`config.mk`:
```
export PLATFORM = sky130hd
export DESIGN_NAME = loopmon_ctrl
export DESIGN_NICKNAME = d
export VERILOG_FILES = /design/src/verilog/loopmon_pkg.sv /design/src/verilog/persist_timer.sv /design/src/verilog/second_tick.sv /design/src/verilog/loopmon_ctrl.sv
export SDC_FILE = /design/constraint.sdc
export NUM_CORES = 1
export LEC_CHECK = 0
export BUFFER_PORTS_ARGS = -buffer_cell sky130_fd_sc_hd__buf_2
export CORE_ASPECT_RATIO = 0.7
export CORE_MARGIN = 3
export CORE_UTILIZATION = 40
export DETAILED_ROUTE_END_ITERATION = 6
export SYNTH_ARGS = -nofsm -noshare
export SYNTH_HDL_FRONTEND = slang
export SYNTH_SLANG_ARGS = --single-unit
```
`constraint.sdc`:
```
create_clock -name clk_in -period 3.3 [get_ports clk_in]
set_input_delay 0.495 -clock clk_in [delete_from_list [all_inputs] [get_ports clk_in]]
set_output_delay 0.495 -clock clk_in [all_outputs]
set_load 0.01 [all_outputs]
```
`src/verilog/loopmon_pkg.sv`:
```
/*
 * Shared constants for the loopback, monitor and jitter-peak control block.
 * Assumes a 100 MHz system clock and a 32-bit APB register port.
 */
package loopmon_pkg;
    // ------------------------------------------------------------
    // Register byte offsets
    // ------------------------------------------------------------
    localparam logic [7:0] loop_ctrl_off = 8'h00;
    localparam logic [7:0] pattern_detect_off = 8'h04;
    localparam logic [7:0] status_off = 8'h08;
    localparam logic [7:0] monitor_off = 8'h0c;
    localparam logic [7:0] jitter_ctrl_off = 8'h10;
    localparam logic [7:0] pos_peak_off = 8'h14;
    localparam logic [7:0] neg_peak_off = 8'h18;
    localparam logic [7:0] timer_int_off = 8'h1c;
    localparam logic [7:0] global_cfg_off = 8'h20;
    localparam logic [7:0] ja_ctrl_off = 8'h24;
    // ------------------------------------------------------------
    // Field positions and widths
    // ------------------------------------------------------------
    localparam int remote_bit = 1;
    localparam int digital_bit = 2;
    localparam int auto_bit = 3;
    localparam int pattern_detect_position_bit = 3;
    localparam int auto_stat_bit = 7;
    localparam int band_bit = 0;
    localparam int mode_bit = 1;
    localparam int stop_bit = 2;
    localparam int tmov_bit = 0;
    localparam int mon_w = 6;
    localparam int peak_w = 16;
    // ------------------------------------------------------------
    // Timing
    // ------------------------------------------------------------
    localparam int clk_mhz = 100;
    localparam int persist_ms = 5100;
    localparam int second_ms = 1000;
    localparam longint persist_cycles = longint'(persist_ms) * 1000 * clk_mhz + 1;
    localparam longint second_cycles = longint'(second_ms) * 1000 * clk_mhz;
    // ------------------------------------------------------------
    // Data path selections
    // ------------------------------------------------------------
    typedef enum logic [1:0] {sel_normal, sel_pattern, sel_looped, sel_ais} path_sel_t;
endpackage : loopmon_pkg

```
`src/verilog/persist_timer.sv`:
```
/*
 * Counts how long a level has been held; fires once it has lasted LIMIT+1 cycles.
 * Assumes a level from logic on the same clock.
 */
`timescale 1ns/1ps
module persist_timer #(
    parameter int W = 30,
    parameter logic [29:0] LIMIT = 30'd510000001
) (
    input wire logic clk_in, // System clock
    input wire logic rst_in, // Sync reset
    input wire logic level_in, // Level being timed
    output logic done_out // High while held long enough
);
    typedef struct packed {
        logic [W-1:0] count;
        logic done;
    } pt_state_t;
    pt_state_t st;
    pt_state_t next_st;
    always_comb begin
        next_st = st;
        if (!level_in) begin
            next_st.count = '0;
            next_st.done = 1'b0;
        end else if (st.count != LIMIT[W-1:0]) begin
            next_st.count = st.count + 1'b1;
        end else begin
            next_st.done = 1'b1;
        end
    end
    always_ff @(posedge clk_in) begin
        if (rst_in) begin
            st <= '0;
        end else begin
            st <= next_st;
        end
    end
    assign done_out = st.done;
endmodule : persist_timer

```
`src/verilog/second_tick.sv`:
```
/*
 * Free-running divider that pulses once per PERIOD cycles while enabled.
 * Assumes the system clock is the master reference.
 */
`timescale 1ns/1ps
module second_tick #(
    parameter logic [27:0] PERIOD = 28'd100000000
) (
    input wire logic clk_in, // System clock
    input wire logic rst_in, // Sync reset
    input wire logic run_in, // Count while high
    output logic tick_out // One-cycle pulse
);
    typedef struct packed {
        logic [27:0] count;
        logic tick;
    } tk_state_t;
    tk_state_t st;
    tk_state_t next_st;
    always_comb begin
        next_st = st;
        next_st.tick = 1'b0;
        if (!run_in) begin
            next_st.count = '0;
        end else if (st.count == PERIOD - 28'd1) begin
            next_st.count = '0;
            next_st.tick = 1'b1;
        end else begin
            next_st.count = st.count + 28'd1;
        end
    end
    always_ff @(posedge clk_in) begin
        if (rst_in) begin
            st <= '0;
        end else begin
            st <= next_st;
        end
    end
    assign tick_out = st.tick;
endmodule : second_tick

```
`src/verilog/loopmon_ctrl.sv`:
```
/*
 * Loopback selection, channel-0 monitor control and jitter peak capture for one
 * line channel, with an APB register slave.
 * Assumes same-clock inband code detector levels, a bit-clock enable pulse,
 * and signed jitter samples from the receive jitter attenuator.
 */
// Chosen here: the APB register port and the placing of the registers.
`timescale 1ns/1ps
// Functional notes
// (RQ1) Manual digital loop bit enables digital loopback.
// (RQ2) Auto digital loop armed only with detector on transmit and auto enable.
// (RQ3) Activate/deactivate codes held over 5.1 s enter/leave loop; status shows it.
// (RQ4) Clearing auto enable ends automatic digital loop at once.
// (RQ5) Software keeps detector position unchanged during auto loop.
// (RQ6) Digital loop feeds transmit data into receive decoder; line still driven.
// (RQ7) Loss-of-signal and AIS detectors keep watching real line data.
// (RQ8) Digital loop priorities: rx pattern over loop; tx pattern, loop, AIS.
// (RQ9) Automatic remote loop unavailable while digital loop is active.
// (RQ10) Dual loop: line data to shaper, system data to decoder only.
// (RQ11) Dual loop detector sources: rx violation/zeros/pattern on loop, rest fixed.
// (RQ12) Manual remote plus manual digital: rx pattern first; tx remote first; no AIS.
// (RQ13) Manual remote plus auto digital: no AIS, no tx pattern; rx pattern first.
// (RQ14) Nonzero six-bit monitor select picks monitored port for channel 0.
// (RQ15) Monitoring forces external impedance matching, ignoring termination field.
// (RQ16) Monitoring is non-intrusive; channel 0 keeps recovery and LOS active.
// (RQ17) Channel 0 may remote-loop while monitoring.
// (RQ18) Jitter meter runs only with rx attenuator on; band bit selects band.
// (RQ19) Peaks reported as high/low pairs; value over 16 gives UIpp.
// (RQ20) Timed mode: each second sets overflow flag, maskable, write one clears.
// (RQ21) Each second copies peaks to results and clears accumulators.
// (RQ22) Manual mode: stop bit rising edge copies peaks and clears accumulators.
// (RQ23) Loopback selections change only on the bit-clock enable.
module loopmon_ctrl #(
    parameter logic [29:0] PERSIST = 30'(loopmon_pkg::persist_cycles),
    parameter logic [27:0] SECOND = 28'(loopmon_pkg::second_cycles)
) (
    input wire logic clk_in, // 100 MHz clock
    input wire logic rst_in, // Sync reset, active high
    input wire logic psel, // APB select
    input wire logic penable, // APB enable
    input wire logic pwrite, // APB direction
    input wire logic [7:0] paddr, // APB byte address
    input wire logic [31:0] pwdata, // APB write data
    output logic [31:0] prdata, // APB read data
    output logic pready, // APB ready
    output logic pslverr, // APB error
    input wire logic bit_en_in, // Bit-clock enable pulse
    input wire logic act_code_in, // Activate code seen on tx path
    input wire logic deact_code_in, // Deactivate code seen on tx path
    input wire logic remote_auto_req_in, // Auto remote request from rx detector
    input wire logic signed [15:0] jitter_in, // Jitter sample
    input wire logic jitter_vld_in, // Sample valid
    output loopmon_pkg::path_sel_t rx_sel_out, // Receive path source
    output loopmon_pkg::path_sel_t tx_sel_out, // Transmit path source
    output logic decoder_from_tx_out, // Decoder fed from transmit data
    output logic shaper_from_rx_out, // Shaper fed from receive data
    output logic rx_ais_gen_en_out, // Receive AIS generation allowed
    output logic tx_ais_gen_en_out, // Transmit AIS generation allowed
    output logic tx_pattern_gen_en_out, // Transmit pattern generation allowed
    output logic rx_err_det_on_loop_out, // Rx violation/zero/pattern detectors on loop
    output logic system_out_en_out, // Receive data reaches system side
    output logic line_out_en_out, // Transmit data reaches line
    output logic [5:0] monitor_select_out, // Monitored port for channel 0
    output logic ext_match_out, // Channel 0 external impedance matching
    output logic [2:0] rx_term_out, // Effective termination select
    output logic jitter_band_select_out, // Measured jitter band
    output logic tmov_irq_out // Timer overflow interrupt
);
    import loopmon_pkg::*;

    // ------------------------------------------------------------
    // State
    // ------------------------------------------------------------
    typedef struct packed {
        logic [7:0] loop_ctrl;
        logic pattern_detect_position;
        logic [5:0] monitor_select;
        logic [2:0] rx_term;
        logic [2:0] jit_ctrl;
        logic rx_ja_en;
        logic pattern_gen;
        logic tx_ais_req;
        logic auto_active;
        logic timer_overflow_flag;
        logic timer_overflow_mask;
        logic [15:0] pos_acc;
        logic [15:0] neg_acc;
        logic [15:0] pos_peak;
        logic [15:0] neg_peak;
        logic [31:0] rdata;
        logic ready;
        logic err;
        path_sel_t rx_sel;
        path_sel_t tx_sel;
        logic [7:0] path_flags;
        logic irq;
        logic ext_match;
        logic [2:0] rx_term_eff;
    } lm_state_t;
    lm_state_t st;
    lm_state_t next_st;

    logic act_held;
    logic deact_held;
    logic sec_tick;

    persist_timer #(.W(30), .LIMIT(PERSIST)) act_timer (
        .clk_in(clk_in),
        .rst_in(rst_in),
        .level_in(act_code_in),
        .done_out(act_held)
    );
    persist_timer #(.W(30), .LIMIT(PERSIST)) deact_timer (
        .clk_in(clk_in),
        .rst_in(rst_in),
        .level_in(deact_code_in),
        .done_out(deact_held)
    );
    second_tick #(.PERIOD(SECOND)) one_second (
        .clk_in(clk_in),
        .rst_in(rst_in),
        .run_in(st.jit_ctrl[mode_bit] && st.rx_ja_en),
        .tick_out(sec_tick)
    );

    function automatic logic hit(input logic [7:0] a, input logic [7:0] off);
        hit = (a == off);
    endfunction : hit

    // Read-only and unmapped words refuse writes
    function automatic logic wr_ok(input logic [7:0] a);
        wr_ok = a <= ja_ctrl_off && a[1:0] == 2'h0 && a != status_off && a != pos_peak_off && a != neg_peak_off;
    endfunction : wr_ok

    // ------------------------------------------------------------
    // Next state
    // ------------------------------------------------------------
    logic wr;
    logic rd;
    logic armed;
    logic dig_on;
    logic rem_on;
    logic stop_rise;
    logic capture;
    logic [31:0] rv;
    always_comb begin
        next_st = st;
        // Writes land at the access edge, where pready is seen high
        wr = psel && penable && pwrite && st.ready;
        rd = psel && !penable && !pwrite;
        rv = 32'h0;
        next_st.ready = psel && !penable;
        // Decided at setup so it stands beside pready
        next_st.err = psel && !penable && pwrite && !wr_ok(paddr);
        stop_rise = 1'b0;
        if (wr) begin
            if (hit(paddr, loop_ctrl_off)) begin
                next_st.loop_ctrl = pwdata[7:0];
            end else if (hit(paddr, pattern_detect_off)) begin
                next_st.pattern_detect_position = pwdata[pattern_detect_position_bit];
                next_st.pattern_gen = pwdata[0];
                next_st.tx_ais_req = pwdata[1];
            end else if (hit(paddr, monitor_off)) begin
                next_st.monitor_select = pwdata[5:0];
                next_st.rx_term = pwdata[10:8];
            end else if (hit(paddr, jitter_ctrl_off)) begin
                stop_rise = pwdata[stop_bit] && !st.jit_ctrl[stop_bit]; // [RQ22]
                next_st.jit_ctrl = pwdata[2:0];
            end else if (hit(paddr, global_cfg_off)) begin
                next_st.timer_overflow_mask = pwdata[tmov_bit];
            end else if (hit(paddr, ja_ctrl_off)) begin
                next_st.rx_ja_en = pwdata[0];
            end
        end
        if (rd) begin
            case (paddr)
                loop_ctrl_off: rv = {24'h0, st.loop_ctrl};
                pattern_detect_off: rv = {28'h0, st.pattern_detect_position, 1'b0, st.tx_ais_req, st.pattern_gen};
                status_off: rv = {24'h0, st.auto_active, 7'h0}; // [RQ3]
                monitor_off: rv = {21'h0, st.rx_term, 2'h0, st.monitor_select};
                jitter_ctrl_off: rv = {29'h0, st.jit_ctrl};
                pos_peak_off: rv = {16'h0, st.pos_peak}; // [RQ19]
                neg_peak_off: rv = {16'h0, st.neg_peak}; // [RQ19]
                timer_int_off: rv = {31'h0, st.timer_overflow_flag};
                global_cfg_off: rv = {31'h0, st.timer_overflow_mask};
                ja_ctrl_off: rv = {31'h0, st.rx_ja_en};
                default: next_st.err = 1'b1;
            endcase
            next_st.rdata = rv;
        end
        // Auto digital loop
        armed = st.pattern_detect_position && st.loop_ctrl[auto_bit]; // [RQ2]
        if (!armed) begin
            next_st.auto_active = 1'b0; // [RQ4]
        end else if (act_held) begin
            next_st.auto_active = 1'b1; // [RQ3]
        end else if (deact_held) begin
            next_st.auto_active = 1'b0; // [RQ3]
        end
        // Monitoring hides the termination field
        next_st.ext_match = |next_st.monitor_select; // [RQ15]
        next_st.rx_term_eff = next_st.ext_match ? 3'h0 : next_st.rx_term; // [RQ15]
        // Jitter meter, only with attenuator on
        capture = st.rx_ja_en && (st.jit_ctrl[mode_bit] ? sec_tick : stop_rise); // [RQ18] [RQ21] [RQ22]
        if (st.rx_ja_en && jitter_vld_in) begin
            if (jitter_in > $signed(st.pos_acc)) begin
                next_st.pos_acc = jitter_in;
            end
            if (-jitter_in > $signed(st.neg_acc)) begin
                next_st.neg_acc = 16'(-jitter_in);
            end
        end
        if (capture) begin
            next_st.pos_peak = st.pos_acc;
            next_st.neg_peak = st.neg_acc;
            next_st.pos_acc = '0;
            next_st.neg_acc = '0;
        end
        // Set wins over write-one-clear
        if (wr && hit(paddr, timer_int_off) && pwdata[tmov_bit]) begin
            next_st.timer_overflow_flag = 1'b0; // [RQ20]
        end
        if (st.jit_ctrl[mode_bit] && sec_tick && st.rx_ja_en) begin
            next_st.timer_overflow_flag = 1'b1; // [RQ20]
        end
        next_st.irq = next_st.timer_overflow_flag && !next_st.timer_overflow_mask;
        // Data path selection on the bit enable only
        dig_on = st.loop_ctrl[digital_bit] || st.auto_active; // [RQ1]
        // Auto remote loop blocked inside a digital loop
        rem_on = st.loop_ctrl[remote_bit] || (remote_auto_req_in && !dig_on); // [RQ9] [RQ17]
        if (bit_en_in) begin // [RQ23]
            next_st.rx_sel = st.pattern_gen ? sel_pattern : (dig_on ? sel_looped : sel_normal); // [RQ8]
            if (rem_on && dig_on) begin
                if (st.auto_active && !st.loop_ctrl[digital_bit]) begin
                    next_st.tx_sel = sel_looped; // [RQ13]
                end else begin
                    next_st.tx_sel = sel_looped; // [RQ12]
                end
            end else if (rem_on) begin
                next_st.tx_sel = st.pattern_gen ? sel_pattern : sel_looped;
            end else if (dig_on) begin
                next_st.tx_sel = st.pattern_gen ? sel_pattern : sel_normal; // [RQ8]
            end else begin
                next_st.tx_sel = st.pattern_gen ? sel_pattern : (st.tx_ais_req ? sel_ais : sel_normal);
            end
            next_st.path_flags[0] = dig_on; // [RQ6]
            next_st.path_flags[1] = rem_on; // [RQ10]
            next_st.path_flags[2] = !dig_on; // [RQ8] [RQ12]
            next_st.path_flags[3] = !rem_on; // [RQ12]
            next_st.path_flags[4] = !(rem_on && dig_on && st.auto_active && !st.loop_ctrl[digital_bit]); // [RQ13]
            next_st.path_flags[5] = dig_on; // [RQ11] [RQ7]
            next_st.path_flags[6] = !(rem_on && dig_on); // [RQ10]
            next_st.path_flags[7] = !(rem_on && dig_on); // [RQ10] [RQ6]
        end
    end

    always_ff @(posedge clk_in) begin
        if (rst_in) begin
            st <= '0;
            st.path_flags <= 8'h1c;
        end else begin
            st <= next_st;
        end
    end

    // ------------------------------------------------------------
    // Outputs
    // ------------------------------------------------------------
    assign prdata = st.rdata;
    assign pready = st.ready;
    assign pslverr = st.err;
    assign rx_sel_out = st.rx_sel;
    assign tx_sel_out = st.tx_sel;
    assign decoder_from_tx_out = st.path_flags[0];
    assign shaper_from_rx_out = st.path_flags[1];
    assign rx_ais_gen_en_out = st.path_flags[2];
    assign tx_ais_gen_en_out = st.path_flags[3];
    assign tx_pattern_gen_en_out = st.path_flags[4];
    assign rx_err_det_on_loop_out = st.path_flags[5];
    assign system_out_en_out = st.path_flags[6];
    assign line_out_en_out = st.path_flags[7];
    // Monitored side keeps running; only channel 0 input changes
    assign monitor_select_out = st.monitor_select; // [RQ14] [RQ16]
    assign ext_match_out = st.ext_match;
    assign rx_term_out = st.rx_term_eff;
    assign jitter_band_select_out = st.jit_ctrl[band_bit]; // [RQ18]
    assign tmov_irq_out = st.irq; // [RQ20]

    // ------------------------------------------------------------
    // Assertions
    // ------------------------------------------------------------
    sel_hold_a: assert property ( // [RQ23]
        @(posedge clk_in) disable iff (rst_in)
        !bit_en_in |=> $stable(rx_sel_out) && $stable(tx_sel_out))
        else $error("path select moved off the bit enable");
    dig_rx_sel_a: assert property ( // [RQ8]
        @(posedge clk_in) disable iff (rst_in)
        bit_en_in && st.loop_ctrl[digital_bit] && !st.pattern_gen |=> rx_sel_out == sel_looped)
        else $error("digital loop missing on receive path");
    remote_block_a: assert property ( // [RQ9]
        @(posedge clk_in) disable iff (rst_in)
        bit_en_in && st.loop_ctrl[digital_bit] && !st.loop_ctrl[remote_bit] |=> !shaper_from_rx_out)
        else $error("remote loop inside a digital loop");
    dual_ais_off_a: assert property ( // [RQ12]
        @(posedge clk_in) disable iff (rst_in)
        bit_en_in && st.loop_ctrl[digital_bit] && st.loop_ctrl[remote_bit]
        |=> !rx_ais_gen_en_out && !tx_ais_gen_en_out)
        else $error("ais generation left on in dual loop");
    tmov_set_a: assert property ( // [RQ20]
        @(posedge clk_in) disable iff (rst_in)
        st.jit_ctrl[mode_bit] && st.rx_ja_en && sec_tick |=> st.timer_overflow_flag)
        else $error("overflow flag not set on expiry");
    monitor_match_a: assert property ( // [RQ15]
        @(posedge clk_in) disable iff (rst_in)
        |monitor_select_out |-> ext_match_out && rx_term_out == 3'h0)
        else $error("monitoring without external matching");
endmodule : loopmon_ctrl

```
# ---- After elaboration in Yosys (flattened, before gate mapping)
# Cells that the tools add are included.
dict set report word_totals {
  elab_cells 155
  output_inout_bits 58
  reg_bits 232
  in_bits 66
}
dict set report classes {
  addsub 4
  eq_ne 15
  n_reduce_logical 55
  n_bitwise 9
  order_cmp 3
  n_mux 39
}
# op n
set op_table {}
lappend op_table {{16-bit one-hot mux with 10 select lines} 1}
lappend op_table {{30-bit by 1-bit adder with 30-bit output, second input constant} 2}
lappend op_table {{30-bit by 29-bit != test with 1-bit output, second input constant} 2}
lappend op_table {{8-bit by 5-bit equality test with 1-bit output, second input constant} 4}
lappend op_table {{16-bit greater-than comparator} 2}
lappend op_table {{15-bit two-way mux} 2}
lappend op_table {{28-bit by 1-bit adder with 28-bit output, second input constant} 1}
lappend op_table {{28-bit by 27-bit equality test with 1-bit output, second input constant} 1}
lappend op_table {{1-bit logical AND} 25}
lappend op_table {{1-bit two-way mux} 23}
lappend op_table {{2-bit two-way mux} 9}
lappend op_table {{8-bit by 4-bit equality test with 1-bit output, second input constant} 2}
lappend op_table {{8-bit by 6-bit equality test with 1-bit output, second input constant} 2}
lappend op_table {{8-bit by 5-bit != test with 1-bit output, second input constant} 2}
lappend op_table {{16-bit negation} 1}
lappend op_table {{13-bit two-way mux} 1}
lappend op_table {{1-bit logical NOT} 10}
lappend op_table {{10-bit OR reduction} 1}
lappend op_table {{2-bit OR reduction} 5}
lappend op_table {{9-bit two-way mux} 1}
lappend op_table {{1-bit NOT} 9}
lappend op_table {{8-bit by 3-bit equality test with 1-bit output, second input constant} 1}
lappend op_table {{8-bit by 6-bit <= comparator with 1-bit output, second input constant} 1}
lappend op_table {{8-bit logical NOT} 1}
lappend op_table {{13 further kinds} 16}

# ---- Longest topological paths before layout
# Gate-level depths: netlist of run 1.
dict set report depth {
  word_depth 10
  depth_mapped 13
  ltp_nobuf 12
}

# ---- By module
# Synthesis of run 1 repeated with hierarchy kept, for this count alone.
dict set report unflattened {
  hier_cells 1337
  area_unflattened_um2 11243.3
}
# mod area_each_um2 cells_each n_inst seq_area_each_um2
set modules_own_cells {}
lappend modules_own_cells {loopmon_ctrl 6468.7 789 1 2482.4}
lappend modules_own_cells {persist_timer 1570.3 186 2 620.6}
lappend modules_own_cells {second_tick 1634.1 176 1 580.6}

# ---- Least setup slack after synthesis of run 1
# No wires, ideal clock.
dict set report synth_path {
  kind {input port to flip-flop}
  startpoint {input port jitter_in[2]}
  endpoint {register st[87] (netlist bit)}
  setup_ns 0.072
  n_path_buf 1
  t_arrival_ns 3.470
  required_ns 3.228
  path_slack_ns -0.242
  stages 12
  cell_sequence {nor4_1 > nand3_1 > or4_1 > xor2_1 > ha_1 > nand4_1 > or2_1 > or4_1 > and3_1 > nand3_2 > buf_6 > mux2i_1}
}
dict set report synth_via {
  elab_chain_cells 3
}
# element line
set synth_rtl {}
lappend synth_rtl {{start: declaration} loopmon_ctrl.sv:51} ;# input wire logic signed [15:0] jitter_in,
lappend synth_rtl {{16-bit negation *} {loopmon_ctrl.sv:209, loopmon_ctrl.sv:210}}
lappend synth_rtl {{16-bit greater-than comparator} loopmon_ctrl.sv:209} ;# if (-jitter_in > $signed(st.neg_acc)) begin
lappend synth_rtl {{2-bit AND reduction (no line)} --}
lappend synth_rtl {{end signal: assignment} loopmon_ctrl.sv:262} ;# st <= next_st;
lappend synth_rtl {{end: declaration} loopmon_ctrl.sv:100} ;# lm_state_t st;
# Mark *: on every way between the ends. The rest lies on a longest branch, timed or not.
# A chain may end at the register's enable or synchronous reset.

# ---- Final worst setup path of run 1
dict set report layout_path {
  startpoint {input port jitter_in[2]}
  endpoint {register st[86] (netlist bit)}
}
# The elaborated chain is that of the path after synthesis.

==> reports/summary.log, run 1 <==
INFO  outcome        run_status=completed
INFO  cts            worst_skew_pair.late_latency=0.51ns
INFO  yosys          ys.warnings.count=0
INFO  setup_path     startpoint_type=input port
INFO  global_routing pin_count_of_the_biggest_net_entering_global_routing=48
INFO  finish         multi_input_area=0.00574mm²
INFO  die            core-area=0.0260mm²
INFO  yosys          synth_ff_type=sky130_fd_sc_hd__dfxtp_1
INFO  finish         num-nets-final=1432
INFO  finish         finalInstanceArea=0.0123mm²
INFO  sta            clock_skews=0.00785ns
INFO  drt            drt-wirelength-per-cell=15.1µm
INFO  die            num_rows=49
INFO  setup_path     critical_path_arrival=3.59ns
INFO  yosys          synth_area=0.0107mm²
INFO  setup_path     biggest_fanout_along_the_worst_timing_path=15
INFO  pwr            worst_ir_drop_vdd=288µV
INFO  pwr            static-leakage-power=4.44nW
INFO  cts            cts.htree.levels=1
INFO  sta            timing.fmax=317MHz
INFO  yosys          synthDominantCellAreaShare=0.402
INFO  yosys          synth-edff-count=0
INFO  global_routing globalRoute.totalOverflow=0
INFO  finish         fillCellCount=2570
INFO  setup_path     cp_cell_sequence=buf_2 -> nor4_4 -> nand3_2 -> or4_1 -> xor2_2 -> ha_1 -> nand4_1 -> or2_4 -> or4_1 -> and3_4 -> nand3_4 -> buf_12 -> mux2i_1
INFO  global_routing gr-usage-met2=0.260
INFO  placed_design  port-buffer-count=86
INFO  drt            drt_first_pass_iters=5
INFO  yosys          syn-mean-instance-area=8.50µm²
INFO  pwr            p_total=5.65mW
INFO  cts            clock_sinks=215
INFO  placed_design  finalWeightedCongestion=0.854
INFO  drt            vias_per_cell=5.12
INFO  drt            detailroute.via_count=8712
INFO  yosys          postSynthRegisterBits=215
INFO  yosys          ys_async_sr_fraction=0
INFO  finish         regArea=0.00430mm²
INFO  setup_path     wp_data_required=3.73ns
INFO  die            number_of_placed_i_o_pins=124
INFO  drt            drt_drc_violations_left=0
INFO  yosys          synth.lib_cells_used.distinct=71
INFO  setup_path     critical_path.endpoint_type=flip-flop
INFO  cts            clock-root-buffer=sky130_fd_sc_hd__clkbuf_16
INFO  global_routing gr_met1_demand_resource=0.263
INFO  global_routing top_usage_layer=met1
INFO  yosys          post_synth_main_area_contributors=sky130_fd_sc_hd__dfxtp_1 40%, sky130_fd_sc_hd__nor2_1 5.3%, sky130_fd_sc_hd__nand2_1 5.2%
INFO  cts            cts_hold_buffers=0
INFO  die            die_area=0.0288mm²
INFO  finish         antenna_cells_inserted=0
INFO  global_routing grt_first_pass_wirelength=41700µm
INFO  drt            routed_wirelength=25600µm
INFO  yosys          yosys-top-cells-count=215 x sky130_fd_sc_hd__dfxtp_1, 152 x sky130_fd_sc_hd__nor2_1, 149 x sky130_fd_sc_hd__nand2_1
INFO  yosys          synth_cells=1259
INFO  sta            timing.final.crit_period=3.16ns
INFO  yosys          synth.yosys.seq_area_share=0.402
INFO  sta            maxSlewHeadroom=0.211
INFO  sta            finalHoldViolCount=0
INFO  die            fp.dieH=143µm
INFO  worst_hold_path worst_hold_path_type=in -> reg
INFO  die            dieWidth=201µm
INFO  finish         proportion_of_layout_cells_with_a_drive_suffix_above_1=0.193
INFO  cts            clock_pin_slew_on_the_worst_setup_and_hold_paths=0.07ns
INFO  sta            period_share=0.957
INFO  setup_path     slowest_stage=sky130_fd_sc_hd__or4_1
INFO  setup_path     crit_family=simple AND/OR/NAND/NOR gates
INFO  global_routing antenna_found_initial=0
INFO  sta            setup_viol=0
INFO  sta            hold_ws=0.210ns
INFO  yosys          post-synth-top-area-cell=sky130_fd_sc_hd__dfxtp_1
INFO  setup_path     worstSetupPathType=in -> reg
INFO  yosys          post-synth-top-count-cell=sky130_fd_sc_hd__dfxtp_1
INFO  global_routing use_met3=0.0342
INFO  sta            setup_slack=0.143ns
INFO  cts            tritoncts.num_buffers=22
INFO  drt            route.antenna.remaining_nets=0
INFO  setup_path     worst_path_most_repeated_cell=sky130_fd_sc_hd__or4_1
INFO  finish         layout-area-overhead-vs-synth=14.7%
INFO  sta            timing_worst_slew_pin_value=1.18ns
INFO  die            floorplan.initialDensity=0.412
INFO  cts            cts.path.max_buffers=3
INFO  setup_path     cp.buffers_inverters=2
INFO  placed_design  place_worst_setup_slack=-0.562ns
INFO  drt            drt-initial-drc-count=505
INFO  placed_design  post_dp_cell_area=0.0114mm²
INFO  run            maxCapViolCount=0
INFO  cts            cts_tree=yes
INFO  placed_design  dpl.hpwl=18800µm
INFO  pwr            power.density=461mW/mm²
INFO  global_routing first_global_vias=8005
INFO  global_routing aggregate_global_route_resource_usage=0.174
INFO  setup_path     critical_path.max_stage_delay=0.53ns
INFO  sta            maxSlewViolCount=0
worst paths after layout:
kind / end / from / cells past startpoint / slack (ns)
worst min register to register: shaper_from_rx_out$_SDFFE_PP0P_ / shaper_from_rx_out$_SDFFE_PP0P_ / 1 / 0.45
worst max-delay path: st[86]$_SDFFE_PP0P_ / jitter_in[2] / 13 / 0.14
worst min-delay path: pready$_SDFF_PP0_ / rst_in / 2 / 0.21
worst max register to register: st[103]$_SDFFE_PP0P_ / st[113]$_SDFFE_PP0P_ / 8 / 0.32
where the power goes:
part           leakage [nW]  switching [mW]  internal [mW]  total (mW)
clock network         0.396            1.05           1.70        2.75
logic                  2.31           0.186          0.106       0.292
registers              1.73         0.00656           2.60        2.61
total                  4.44            1.25           4.41        5.65
sequential cells by signal (all words and copies together) (netlist names), 2 cells and up:
signal	flops
monitor_select_out	6
act_timer.st	30
tx_sel_out	2
st	84
rx_sel_out	2
deact_timer.st	30
rx_term_out	3
prdata	16
one_second.st	28
layout make-up:
cell class,instances,share of cell area
Sequential cell,215,0.351
Inverter,50,0.0153
Clock inverter,8,0.0114
Tap cell,357,0.0364
Clock buffer,32,0.0537
Multi-Input combinational cell,908,0.468
Timing Repair Buffer,131,0.0648
layout by cell type, fill, tap and decap left out, types with 7 or more instances in the layout:
master,instances
sky130_fd_sc_hd__clkbuf_16,23
sky130_fd_sc_hd__buf_2,85
sky130_fd_sc_hd__a21oi_1,56
sky130_fd_sc_hd__mux2i_1,32
sky130_fd_sc_hd__nand4_1,43
sky130_fd_sc_hd__buf_4,44
sky130_fd_sc_hd__nor4b_1,7
sky130_fd_sc_hd__conb_1,16
sky130_fd_sc_hd__and4_1,9
sky130_fd_sc_hd__a21oi_2,30
sky130_fd_sc_hd__nand2_1,149
sky130_fd_sc_hd__inv_1,50
sky130_fd_sc_hd__dfxtp_1,215
sky130_fd_sc_hd__xnor2_1,36
sky130_fd_sc_hd__o21ai_0,17
sky130_fd_sc_hd__a22oi_1,15
sky130_fd_sc_hd__ha_1,38
sky130_fd_sc_hd__nor2b_1,7
sky130_fd_sc_hd__o21ai_1,11
sky130_fd_sc_hd__nand2_2,31
sky130_fd_sc_hd__nor4_1,11
sky130_fd_sc_hd__nor3_1,25
sky130_fd_sc_hd__xor2_1,56
sky130_fd_sc_hd__or4_1,7
sky130_fd_sc_hd__nand3_1,53
sky130_fd_sc_hd__nor2_1,151
sky130_fd_sc_hd__and3_1,15
repair_timing:
item                       4_1_cts  5_1_grt
gates resized for setup          0        4
setup endpoints to repair       15       15
pin swaps                        1        1
hold endpoints to repair         0        0
buffers inserted                 0        1
layer usage:
metal	vias to the layer above	wire length, µm
li1	4409	-
met1	4107	13200
met2	171	10900
met3	25	1290
met4	0	310
met5	-	0
kinds of logic after synthesis:
group | after synthesis | synth area share
adders and majority gates | 38 | 0.0444
buffers and inverters | 151 | 0.0745
other | 1 | 0.000350
DFF | 215 | 0.402
xor gates and xnor gates | 93 | 0.0761
AOI/OAI and AO/OA | 170 | 0.107
and+or+nand+nor | 555 | 0.259
muxes | 36 | 0.0363
stage by stage:
stage | cells | setup TNS (ns) | utilization
after floorplan | 1274 | 0 | -
after global placement | 1660 | -7.67 | 0.440
after detailed placement | 1660 | -8.40 | 0.440
after CTS | 1700 | 0 | 0.470
after global routing | 1701 | -0.0229 | 0.472
final | 1701 | 0 | 0.472
Power figures use the tool's default switching activity.
==> run 2, diff against run 1 <==
==> constraint.sdc (replaced) <==
create_clock -name clk_in -period 3.3 [get_ports clk_in]
set_input_delay 0.66 -clock clk_in [delete_from_list [all_inputs] [get_ports clk_in]]
set_output_delay 0.66 -clock clk_in [all_outputs]
set_load 0.01 [all_outputs]
==> reports/summary.log, run 2 (same netlist as run 1, synthesis figures left out) <==
INFO  outcome        run_status=completed
INFO  die            core-area=0.0260mm² [unchanged]
INFO  drt            drt-wirelength-per-cell=15.2µm [+1.0%]
INFO  global_routing gr_met1_demand_resource=0.262 [-0.00137]
INFO  cts            cts_tree=yes
INFO  finish         fin_util=0.475 [+0.00318]
INFO  cts            tritoncts.num_buffers=22 [unchanged]
INFO  sta            grt_setup_unrepaired=true
INFO  drt            vias_per_cell=5.14 [+0.29%]
INFO  global_routing pin_count_of_the_biggest_net_entering_global_routing=54 [+13%]
INFO  sta            setup_slack=0.127ns [-0.0158 ns]
INFO  worst_hold_path min_path_cells=2 [unchanged]
INFO  setup_path     slack_of_the_worst_reg_to_reg_path=0.89ns [+0.57 ns]
INFO  drt            routed_wirelength=26000µm [+1.6%]
INFO  global_routing antenna_found_initial=0 [unchanged]
INFO  run            maxCapViolCount=0 [unchanged]
INFO  finish         proportion_of_layout_cells_with_a_drive_suffix_above_1=0.202 [+0.00892]
INFO  sta            maxSlewHeadroom=0.187 [-0.0243]
INFO  setup_path     wp_data_required=3.73ns [about the same]
INFO  finish         register_containing_the_most_flip_flops_in_the_final_layout=st
INFO  finish         num-nets-final=1442 [+0.70%]
INFO  sta            timing_worst_slew_pin_value=1.22ns [+0.0365 ns]
INFO  setup_path     cp_num_cells=12 [-1]
INFO  sta            clock_skews=0.0107ns [+0.00286 ns]
INFO  drt            detailroute.via_count=8789 [+0.88%]
INFO  global_routing use_met3=0.0321 [-0.00205]
INFO  finish         antenna_cells_inserted=0 [unchanged]
INFO  cts            worst_skew_pair.late_latency=0.51ns [about the same]
INFO  placed_design  port-buffer-count=86 [unchanged]
INFO  sta            timing.final.crit_period=3.17ns [+0.0158 ns]
INFO  global_routing gr-usage-met2=0.269 [+0.00915]
INFO  pwr            worst_ir_drop_vdd=285µV [-1.2%]
INFO  setup_path     startpoint_type=input port
INFO  setup_path     reg2regPathDepth=8 [unchanged]
INFO  global_routing top_usage_layer=met2
INFO  die            fp.dieH=143µm [unchanged]
INFO  finish         fillCellCount=2546 [-0.93%]
INFO  die            floorplan.initialDensity=0.412 [unchanged]
INFO  placed_design  place_worst_setup_slack=-0.703ns [-0.141 ns]
INFO  pwr            power.density=448mW/mm² [-2.7%]
INFO  setup_path     timing.critical_path.to=st[93]$_SDFFE_PP0P_
INFO  pwr            p_total=5.54mW [-2.0%]
INFO  placed_design  placed_cells=1667 [+0.42%]
INFO  pwr            static-leakage-power=4.47nW [+0.70%]
INFO  cts            clock-root-buffer=sky130_fd_sc_hd__clkbuf_16
INFO  global_routing first_global_vias=8289 [+3.5%]
INFO  sta            period_share=0.961 [+0.00480]
INFO  finish         finalInstanceArea=0.0124mm² [+0.67%]
INFO  sta            maxSlewViolCount=0 [unchanged]
INFO  worst_hold_path worst_hold_path_type=in -> reg
INFO  sta            hold_ws=0.360ns [+0.150 ns]
INFO  cts            cts.path.max_buffers=3 [unchanged]
INFO  drt            drt-initial-drc-count=484 [-4.2%]
INFO  cts            cts_hold_buffers=0 [unchanged]
INFO  setup_path     cp_cell_sequence=buf_8 -> nor4_4 -> nand3_2 -> or4_4 -> xor2_2 -> ha_1 -> nand4_1 -> or2_4 -> or4_4 -> and3_4 -> nand3_4 -> mux2i_1
INFO  sta            finalHoldViolCount=0 [unchanged]
INFO  die            number_of_placed_i_o_pins=124 [unchanged]
INFO  finish         layout-area-overhead-vs-synth=15.5%
INFO  sta            finalSetupTns=0ns [unchanged]
INFO  die            die_area=0.0288mm² [unchanged]
INFO  setup_path     cp.buffers_inverters=1 [-1]
INFO  finish         layoutNonFillerInstCount=1711 [+0.59%]
INFO  setup_path     worstSetupPathType=in -> reg
INFO  setup_path     slowest_stage=sky130_fd_sc_hd__or4_4
INFO  setup_path     worst_path_most_repeated_cell=sky130_fd_sc_hd__or4_4
INFO  drt            drt_first_pass_iters=5 [unchanged]
INFO  sta            setup_viol=0 [unchanged]
INFO  setup_path     biggest_fanout_along_the_worst_timing_path=8 [-7]
INFO  placed_design  finalWeightedCongestion=0.890 [+4.2%]
INFO  setup_path     critical_path.endpoint_type=flip-flop
INFO  cts            cts.htree.levels=1 [unchanged]
INFO  finish         regArea=0.00430mm² [unchanged]
INFO  finish         final_common_cell=sky130_fd_sc_hd__dfxtp_1
INFO  cts            clock_sinks=215 [unchanged]
INFO  sta            timing.fmax=315MHz [-0.50%]
INFO  setup_path     crit_family=simple AND/OR/NAND/NOR gates
INFO  setup_path     r2r_end=st[93]$_SDFFE_PP0P_
INFO  setup_path     r2r_start=st[84]$_SDFFE_PP0P_
INFO  finish         multi_input_area=0.00579mm² [+0.87%]
INFO  drt            route.antenna.remaining_nets=0 [unchanged]
INFO  finish         largest_register_ffs=84 [unchanged]
INFO  global_routing grt_first_pass_wirelength=42600µm [+2.0%]
INFO  global_routing globalRoute.totalOverflow=0 [unchanged]
INFO  global_routing aggregate_global_route_resource_usage=0.177 [+0.00309]
INFO  die            num_rows=49 [unchanged]
INFO  die            dieWidth=201µm [unchanged]
INFO  drt            drt_drc_violations_left=0 [unchanged]
INFO  finish         layout_top_registers=st x84, act_timer.st x30, deact_timer.st x30
INFO  cts            clock_pin_slew_on_the_worst_setup_and_hold_paths=0.06ns [about the same]
INFO  placed_design  post_dp_cell_area=0.0115mm² [+0.49%]
INFO  setup_path     critical_path.max_stage_delay=0.45ns [-0.08 ns]
INFO  setup_path     startpoint=jitter_in[5]
INFO  placed_design  dpl.hpwl=19000µm [+1.3%]
INFO  finish         most-common-layout-cells=215 x sky130_fd_sc_hd__dfxtp_1, 151 x sky130_fd_sc_hd__nor2_1, 149 x sky130_fd_sc_hd__nand2_1
INFO  setup_path     critical_path_arrival=3.61ns [+0.02 ns]
## run 2: cell count changes in the layout (fill, tap and decap cells not counted), sizes merged
| cell | delta |
|---|---|
| inv | +1 |
| clkbuf | +2 |
| clkinv | -1 |
| nand3 | +1 |
| buf | +9 |
| bufinv | -2 |
## run 2: metal layers
metal	share of wire	vias up
met4	0.018	0
met2	0.42	190
li1	-	4433
met3	0.056	35
met1	0.50	4131
met5	0	-
## run 2: cell type report
type | instances | area share
Timing Repair Buffer | 140 | 0.0702
Clock buffer | 34 | 0.0548
Inverter | 50 | 0.0152
Clock inverter | 6 | 0.00678
Sequential cell | 215 | 0.348
Tap cell | 357 | 0.0361
Multi-Input combinational cell | 909 | 0.469
## run 2: worst min path at each step
stage / startpoint / end / slack, ns
2_1_floorplan: st[137]$_SDFFE_PP0P_ / st[117]$_SDFFE_PP0P_ / 0.43
3_3_place_gp: shaper_from_rx_out$_SDFFE_PP0P_ / shaper_from_rx_out$_SDFFE_PP0P_ / 0.44
3_5_place_dp: shaper_from_rx_out$_SDFFE_PP0P_ / shaper_from_rx_out$_SDFFE_PP0P_ / 0.45
4_1_cts: penable / pready$_SDFF_PP0_ / 0.34
5_1_grt: penable / pready$_SDFF_PP0_ / 0.36
6_report: penable / pready$_SDFF_PP0_ / 0.36
## run 2: what timing repair did
item,in CTS,in global routing
cloned,1,0
buffers inserted,0,3
endpoints found under the setup margin,15,16
pin swaps,2,6
endpoints found under the hold margin,0,0
resized for setup,5,10
## run 2: where the power goes
| group | switching, mW | internal (mW) | total, mW | leakage (nW) |
|---|---|---|---|---|
| Clock | 1.05 | 1.57 | 2.62 | 0.377 |
| Sequential | 0.00660 | 2.60 | 2.61 | 1.73 |
| Combinational | 0.191 | 0.115 | 0.306 | 2.36 |
==> run 3, diff against run 2 <==
==> constraint.sdc (replaced) <==
create_clock -name clk_in -period 3.8 [get_ports clk_in]
set_input_delay 0.76 -clock clk_in [delete_from_list [all_inputs] [get_ports clk_in]]
set_output_delay 0.76 -clock clk_in [all_outputs]
set_load 0.01 [all_outputs]
==> reports/summary.log, run 3 (same netlist as run 1, synthesis figures left out) <==
INFO  setup_path     cp_cell_sequence=buf_2 -> nor4_4 -> nand3_1 -> or4_1 -> xor2_1 -> ha_1 -> nand4_1 -> or2_1 -> o221ai_1 -> or4_1 -> nand3_2 -> buf_12 -> mux2i_1
INFO  cts            tritoncts.num_buffers=22 [unchanged]
INFO  finish         largest_register_ffs=84 [unchanged]
INFO  setup_path     startpoint_type=input port
INFO  drt            route.antenna.remaining_nets=0 [unchanged]
INFO  setup_path     slowest_stage=sky130_fd_sc_hd__or4_1
INFO  sta            grt_setup_unrepaired=false
INFO  cts            cts.htree.levels=1 [unchanged]
INFO  sta            timing.fmax=282MHz
INFO  global_routing use_met3=0.0396 [+0.00752]
INFO  finish         register_containing_the_most_flip_flops_in_the_final_layout=st
INFO  run            maxCapViolCount=0 [unchanged]
INFO  setup_path     biggest_fanout_along_the_worst_timing_path=15 [+7]
INFO  finish         multi_input_area=0.00569mm² [-1.8%]
INFO  finish         layout_top_registers=st x84, act_timer.st x30, deact_timer.st x30
INFO  sta            setup_slack=0.258ns [+0.131 ns]
INFO  pwr            power.density=386mW/mm² [-14%]
INFO  setup_path     slack_of_the_worst_reg_to_reg_path=1.17ns [+0.28 ns]
INFO  finish         fin_util=0.463 [-0.0122]
INFO  pwr            static-leakage-power=4.33nW [-3.1%]
INFO  global_routing gr_met1_demand_resource=0.273 [+0.0114]
INFO  drt            vias_per_cell=5.14 [about the same]
INFO  setup_path     wp_data_required=4.22ns [+0.49 ns]
INFO  setup_path     critical_path.endpoint_type=flip-flop
INFO  global_routing top_usage_layer=met1
INFO  setup_path     critical_path.max_stage_delay=0.57ns [+0.12 ns]
INFO  placed_design  place_worst_setup_slack=-0.280ns [+0.423 ns]
INFO  finish         proportion_of_layout_cells_with_a_drive_suffix_above_1=0.179 [-0.0229]
INFO  setup_path     cp.buffers_inverters=2 [+1]
INFO  worst_hold_path min_to=shaper_from_rx_out$_SDFFE_PP0P_
INFO  die            dieWidth=201µm [unchanged]
INFO  global_routing globalRoute.totalOverflow=0 [unchanged]
INFO  die            die_area=0.0288mm² [unchanged]
INFO  cts            clock_sinks=215 [unchanged]
INFO  setup_path     reg2regPathDepth=7 [-1]
INFO  setup_path     r2r_start=act_timer.st[1]$_SDFFE_PP0P_
INFO  outcome        run_status=completed
INFO  setup_path     worst_path_most_repeated_cell=sky130_fd_sc_hd__or4_1
INFO  cts            worst_skew_pair.late_latency=0.50ns [about the same]
INFO  drt            drt-wirelength-per-cell=15.4µm [+1.2%]
INFO  sta            finalHoldViolCount=0 [unchanged]
INFO  drt            drt_first_pass_iters=5 [unchanged]
INFO  die            floorplan.initialDensity=0.412 [unchanged]
INFO  setup_path     critical_path_arrival=3.97ns [+0.36 ns]
INFO  global_routing first_global_vias=8020 [-3.2%]
INFO  sta            setup_viol=0 [unchanged]
INFO  worst_hold_path min_path_cells=1 [-1]
INFO  die            num_rows=49 [unchanged]
INFO  global_routing aggregate_global_route_resource_usage=0.178 [+0.00149]
INFO  drt            drt-initial-drc-count=515 [+6.4%]
INFO  placed_design  placed_cells=1650 [-1.0%]
INFO  pwr            worst_ir_drop_vdd=264µV [-7.3%]
INFO  die            core-area=0.0260mm² [unchanged]
INFO  sta            maxSlewHeadroom=0.276 [+0.0891]
INFO  finish         most-common-layout-cells=215 x sky130_fd_sc_hd__dfxtp_1, 151 x sky130_fd_sc_hd__nor2_1, 149 x sky130_fd_sc_hd__nand2_1
INFO  global_routing pin_count_of_the_biggest_net_entering_global_routing=67 [+24%]
INFO  sta            period_share=0.932
INFO  finish         fillCellCount=2541 [-0.20%]
INFO  global_routing grt_first_pass_wirelength=42600µm [+0.15%]
INFO  setup_path     r2r_end=act_timer.st[2]$_SDFFE_PP0P_
INFO  sta            maxSlewViolCount=0 [unchanged]
INFO  drt            routed_wirelength=26100µm [about the same]
INFO  sta            timing.final.crit_period=3.54ns
INFO  finish         layoutNonFillerInstCount=1692 [-1.1%]
INFO  setup_path     worstSetupPathType=in -> reg
INFO  finish         final_common_cell=sky130_fd_sc_hd__dfxtp_1
INFO  drt            detailroute.via_count=8696 [-1.1%]
INFO  worst_hold_path min_from=shaper_from_rx_out$_SDFFE_PP0P_
INFO  cts            clock-root-buffer=sky130_fd_sc_hd__clkbuf_16
INFO  finish         layout-area-overhead-vs-synth=12.5%
INFO  placed_design  finalWeightedCongestion=0.857 [-3.7%]
INFO  placed_design  port-buffer-count=86 [unchanged]
INFO  sta            clock_skews=0.00972ns [-0.000991 ns]
INFO  cts            cts.path.max_buffers=3 [unchanged]
INFO  pwr            p_total=4.65mW [-16%]
INFO  setup_path     crit_family=simple AND/OR/NAND/NOR gates
INFO  worst_hold_path worst_hold_path_type=reg -> reg
INFO  die            number_of_placed_i_o_pins=124 [unchanged]
INFO  drt            drt_drc_violations_left=0 [unchanged]
INFO  placed_design  dpl.hpwl=19100µm [+0.28%]
INFO  global_routing antenna_found_initial=6 [+6]
INFO  sta            timing_worst_slew_pin_value=1.07ns [-0.149 ns]
INFO  global_routing gr-usage-met2=0.255 [-0.0140]
INFO  finish         regArea=0.00430mm² [unchanged]
INFO  cts            cts_tree=yes
INFO  cts            clock_pin_slew_on_the_worst_setup_and_hold_paths=0.06ns [about the same]
INFO  finish         num-nets-final=1421 [-1.5%]
INFO  die            fp.dieH=143µm [unchanged]
==> run 3: cell count changes in the layout (fill, tap and decap cells not counted), moves of 2 or more <==
cell,change
sky130_fd_sc_hd__clkbuf_8,-2
sky130_fd_sc_hd__buf_2,+2
sky130_fd_sc_hd__buf_4,-20
sky130_fd_sc_hd__diode_2,+3
sky130_fd_sc_hd__nand3_1,+2
sky130_fd_sc_hd__clkinv_2,+2
sky130_fd_sc_hd__or4_1,+3
sky130_fd_sc_hd__nand3_4,-2
sky130_fd_sc_hd__or4_4,-3
==> run 3: worst max-delay path by stage <==
stage / startpoint / endpoint / cells after the start / slack, ns
floorplan: jitter_in[2] / st[87]$_SDFFE_PP0P_ / 12 / 0.07
global placement: jitter_in[2] / st[95]$_SDFFE_PP0P_ / 13 / -0.16
detailed placement: jitter_in[2] / st[90]$_SDFFE_PP0P_ / 13 / -0.28
CTS: jitter_in[2] / st[93]$_SDFFE_PP0P_ / 13 / 0.23
global route: jitter_in[2] / st[89]$_SDFFE_PP0P_ / 13 / 0.02
finish: jitter_in[2] / st[93]$_SDFFE_PP0P_ / 13 / 0.26
==> run 3: timing repair <==
action | 4_1_cts | 5_1_grt
endpoints found under the setup margin | 0 | 8
resized for setup | 0 | 1
hold buffers | 0 | 0
setup buffers | 0 | 0
==> run 3: cell type report <==
| type | count | area share |
|---|---|---|
| antenna | 3 | 0.000624 |
| clock buffer | 33 | 0.0542 |
| clock inverter | 6 | 0.00457 |
| inverter | 50 | 0.0156 |
| multi-input combinational | 908 | 0.472 |
| sequential | 215 | 0.357 |
| tap | 357 | 0.0371 |
| timing repair buffer | 120 | 0.0582 |
==> run 3: worst register-to-register path: cells and delay by family, from the launching register on <==
| kind | cells | cell delay (ns) |
|---|---|---|
| AND/OR/NAND/NOR | 5 | 1.54 |
| flip-flops | 1 | 0.42 |
| multiplexers | 1 | 0.42 |
| adder cells (fa/ha/maj) | 1 | 0.20 |
==> run 3: per-layer routing <==
layer | up-vias | wire length (µm)
met5 | - | 38
met4 | 6 | 435
li1 | 4394 | -
met2 | 212 | 10300
met3 | 42 | 1660
met1 | 4042 | 13600
==> run 3: stage by stage <==
step | instance area (µm²) | setup TNS, ns | hold slack [ns]
3_3_place_gp | 11300 | -2.44 | 0.431
4_1_cts | 12000 | 0 | 0.455
5_1_grt | 12000 | 0 | 0.473
2_1_floorplan | 10800 | 0 | 0.428
3_5_place_dp | 11300 | -3.78 | 0.440
6_report | 12000 | 0 | 0.451
==> run 3: report_power, final <==
group / internal (mW) / switching [mW]
sequential: 2.26 / 0.00624
clock: 1.25 / 0.885
combinational: 0.0855 / 0.159
total: 3.60 / 1.05
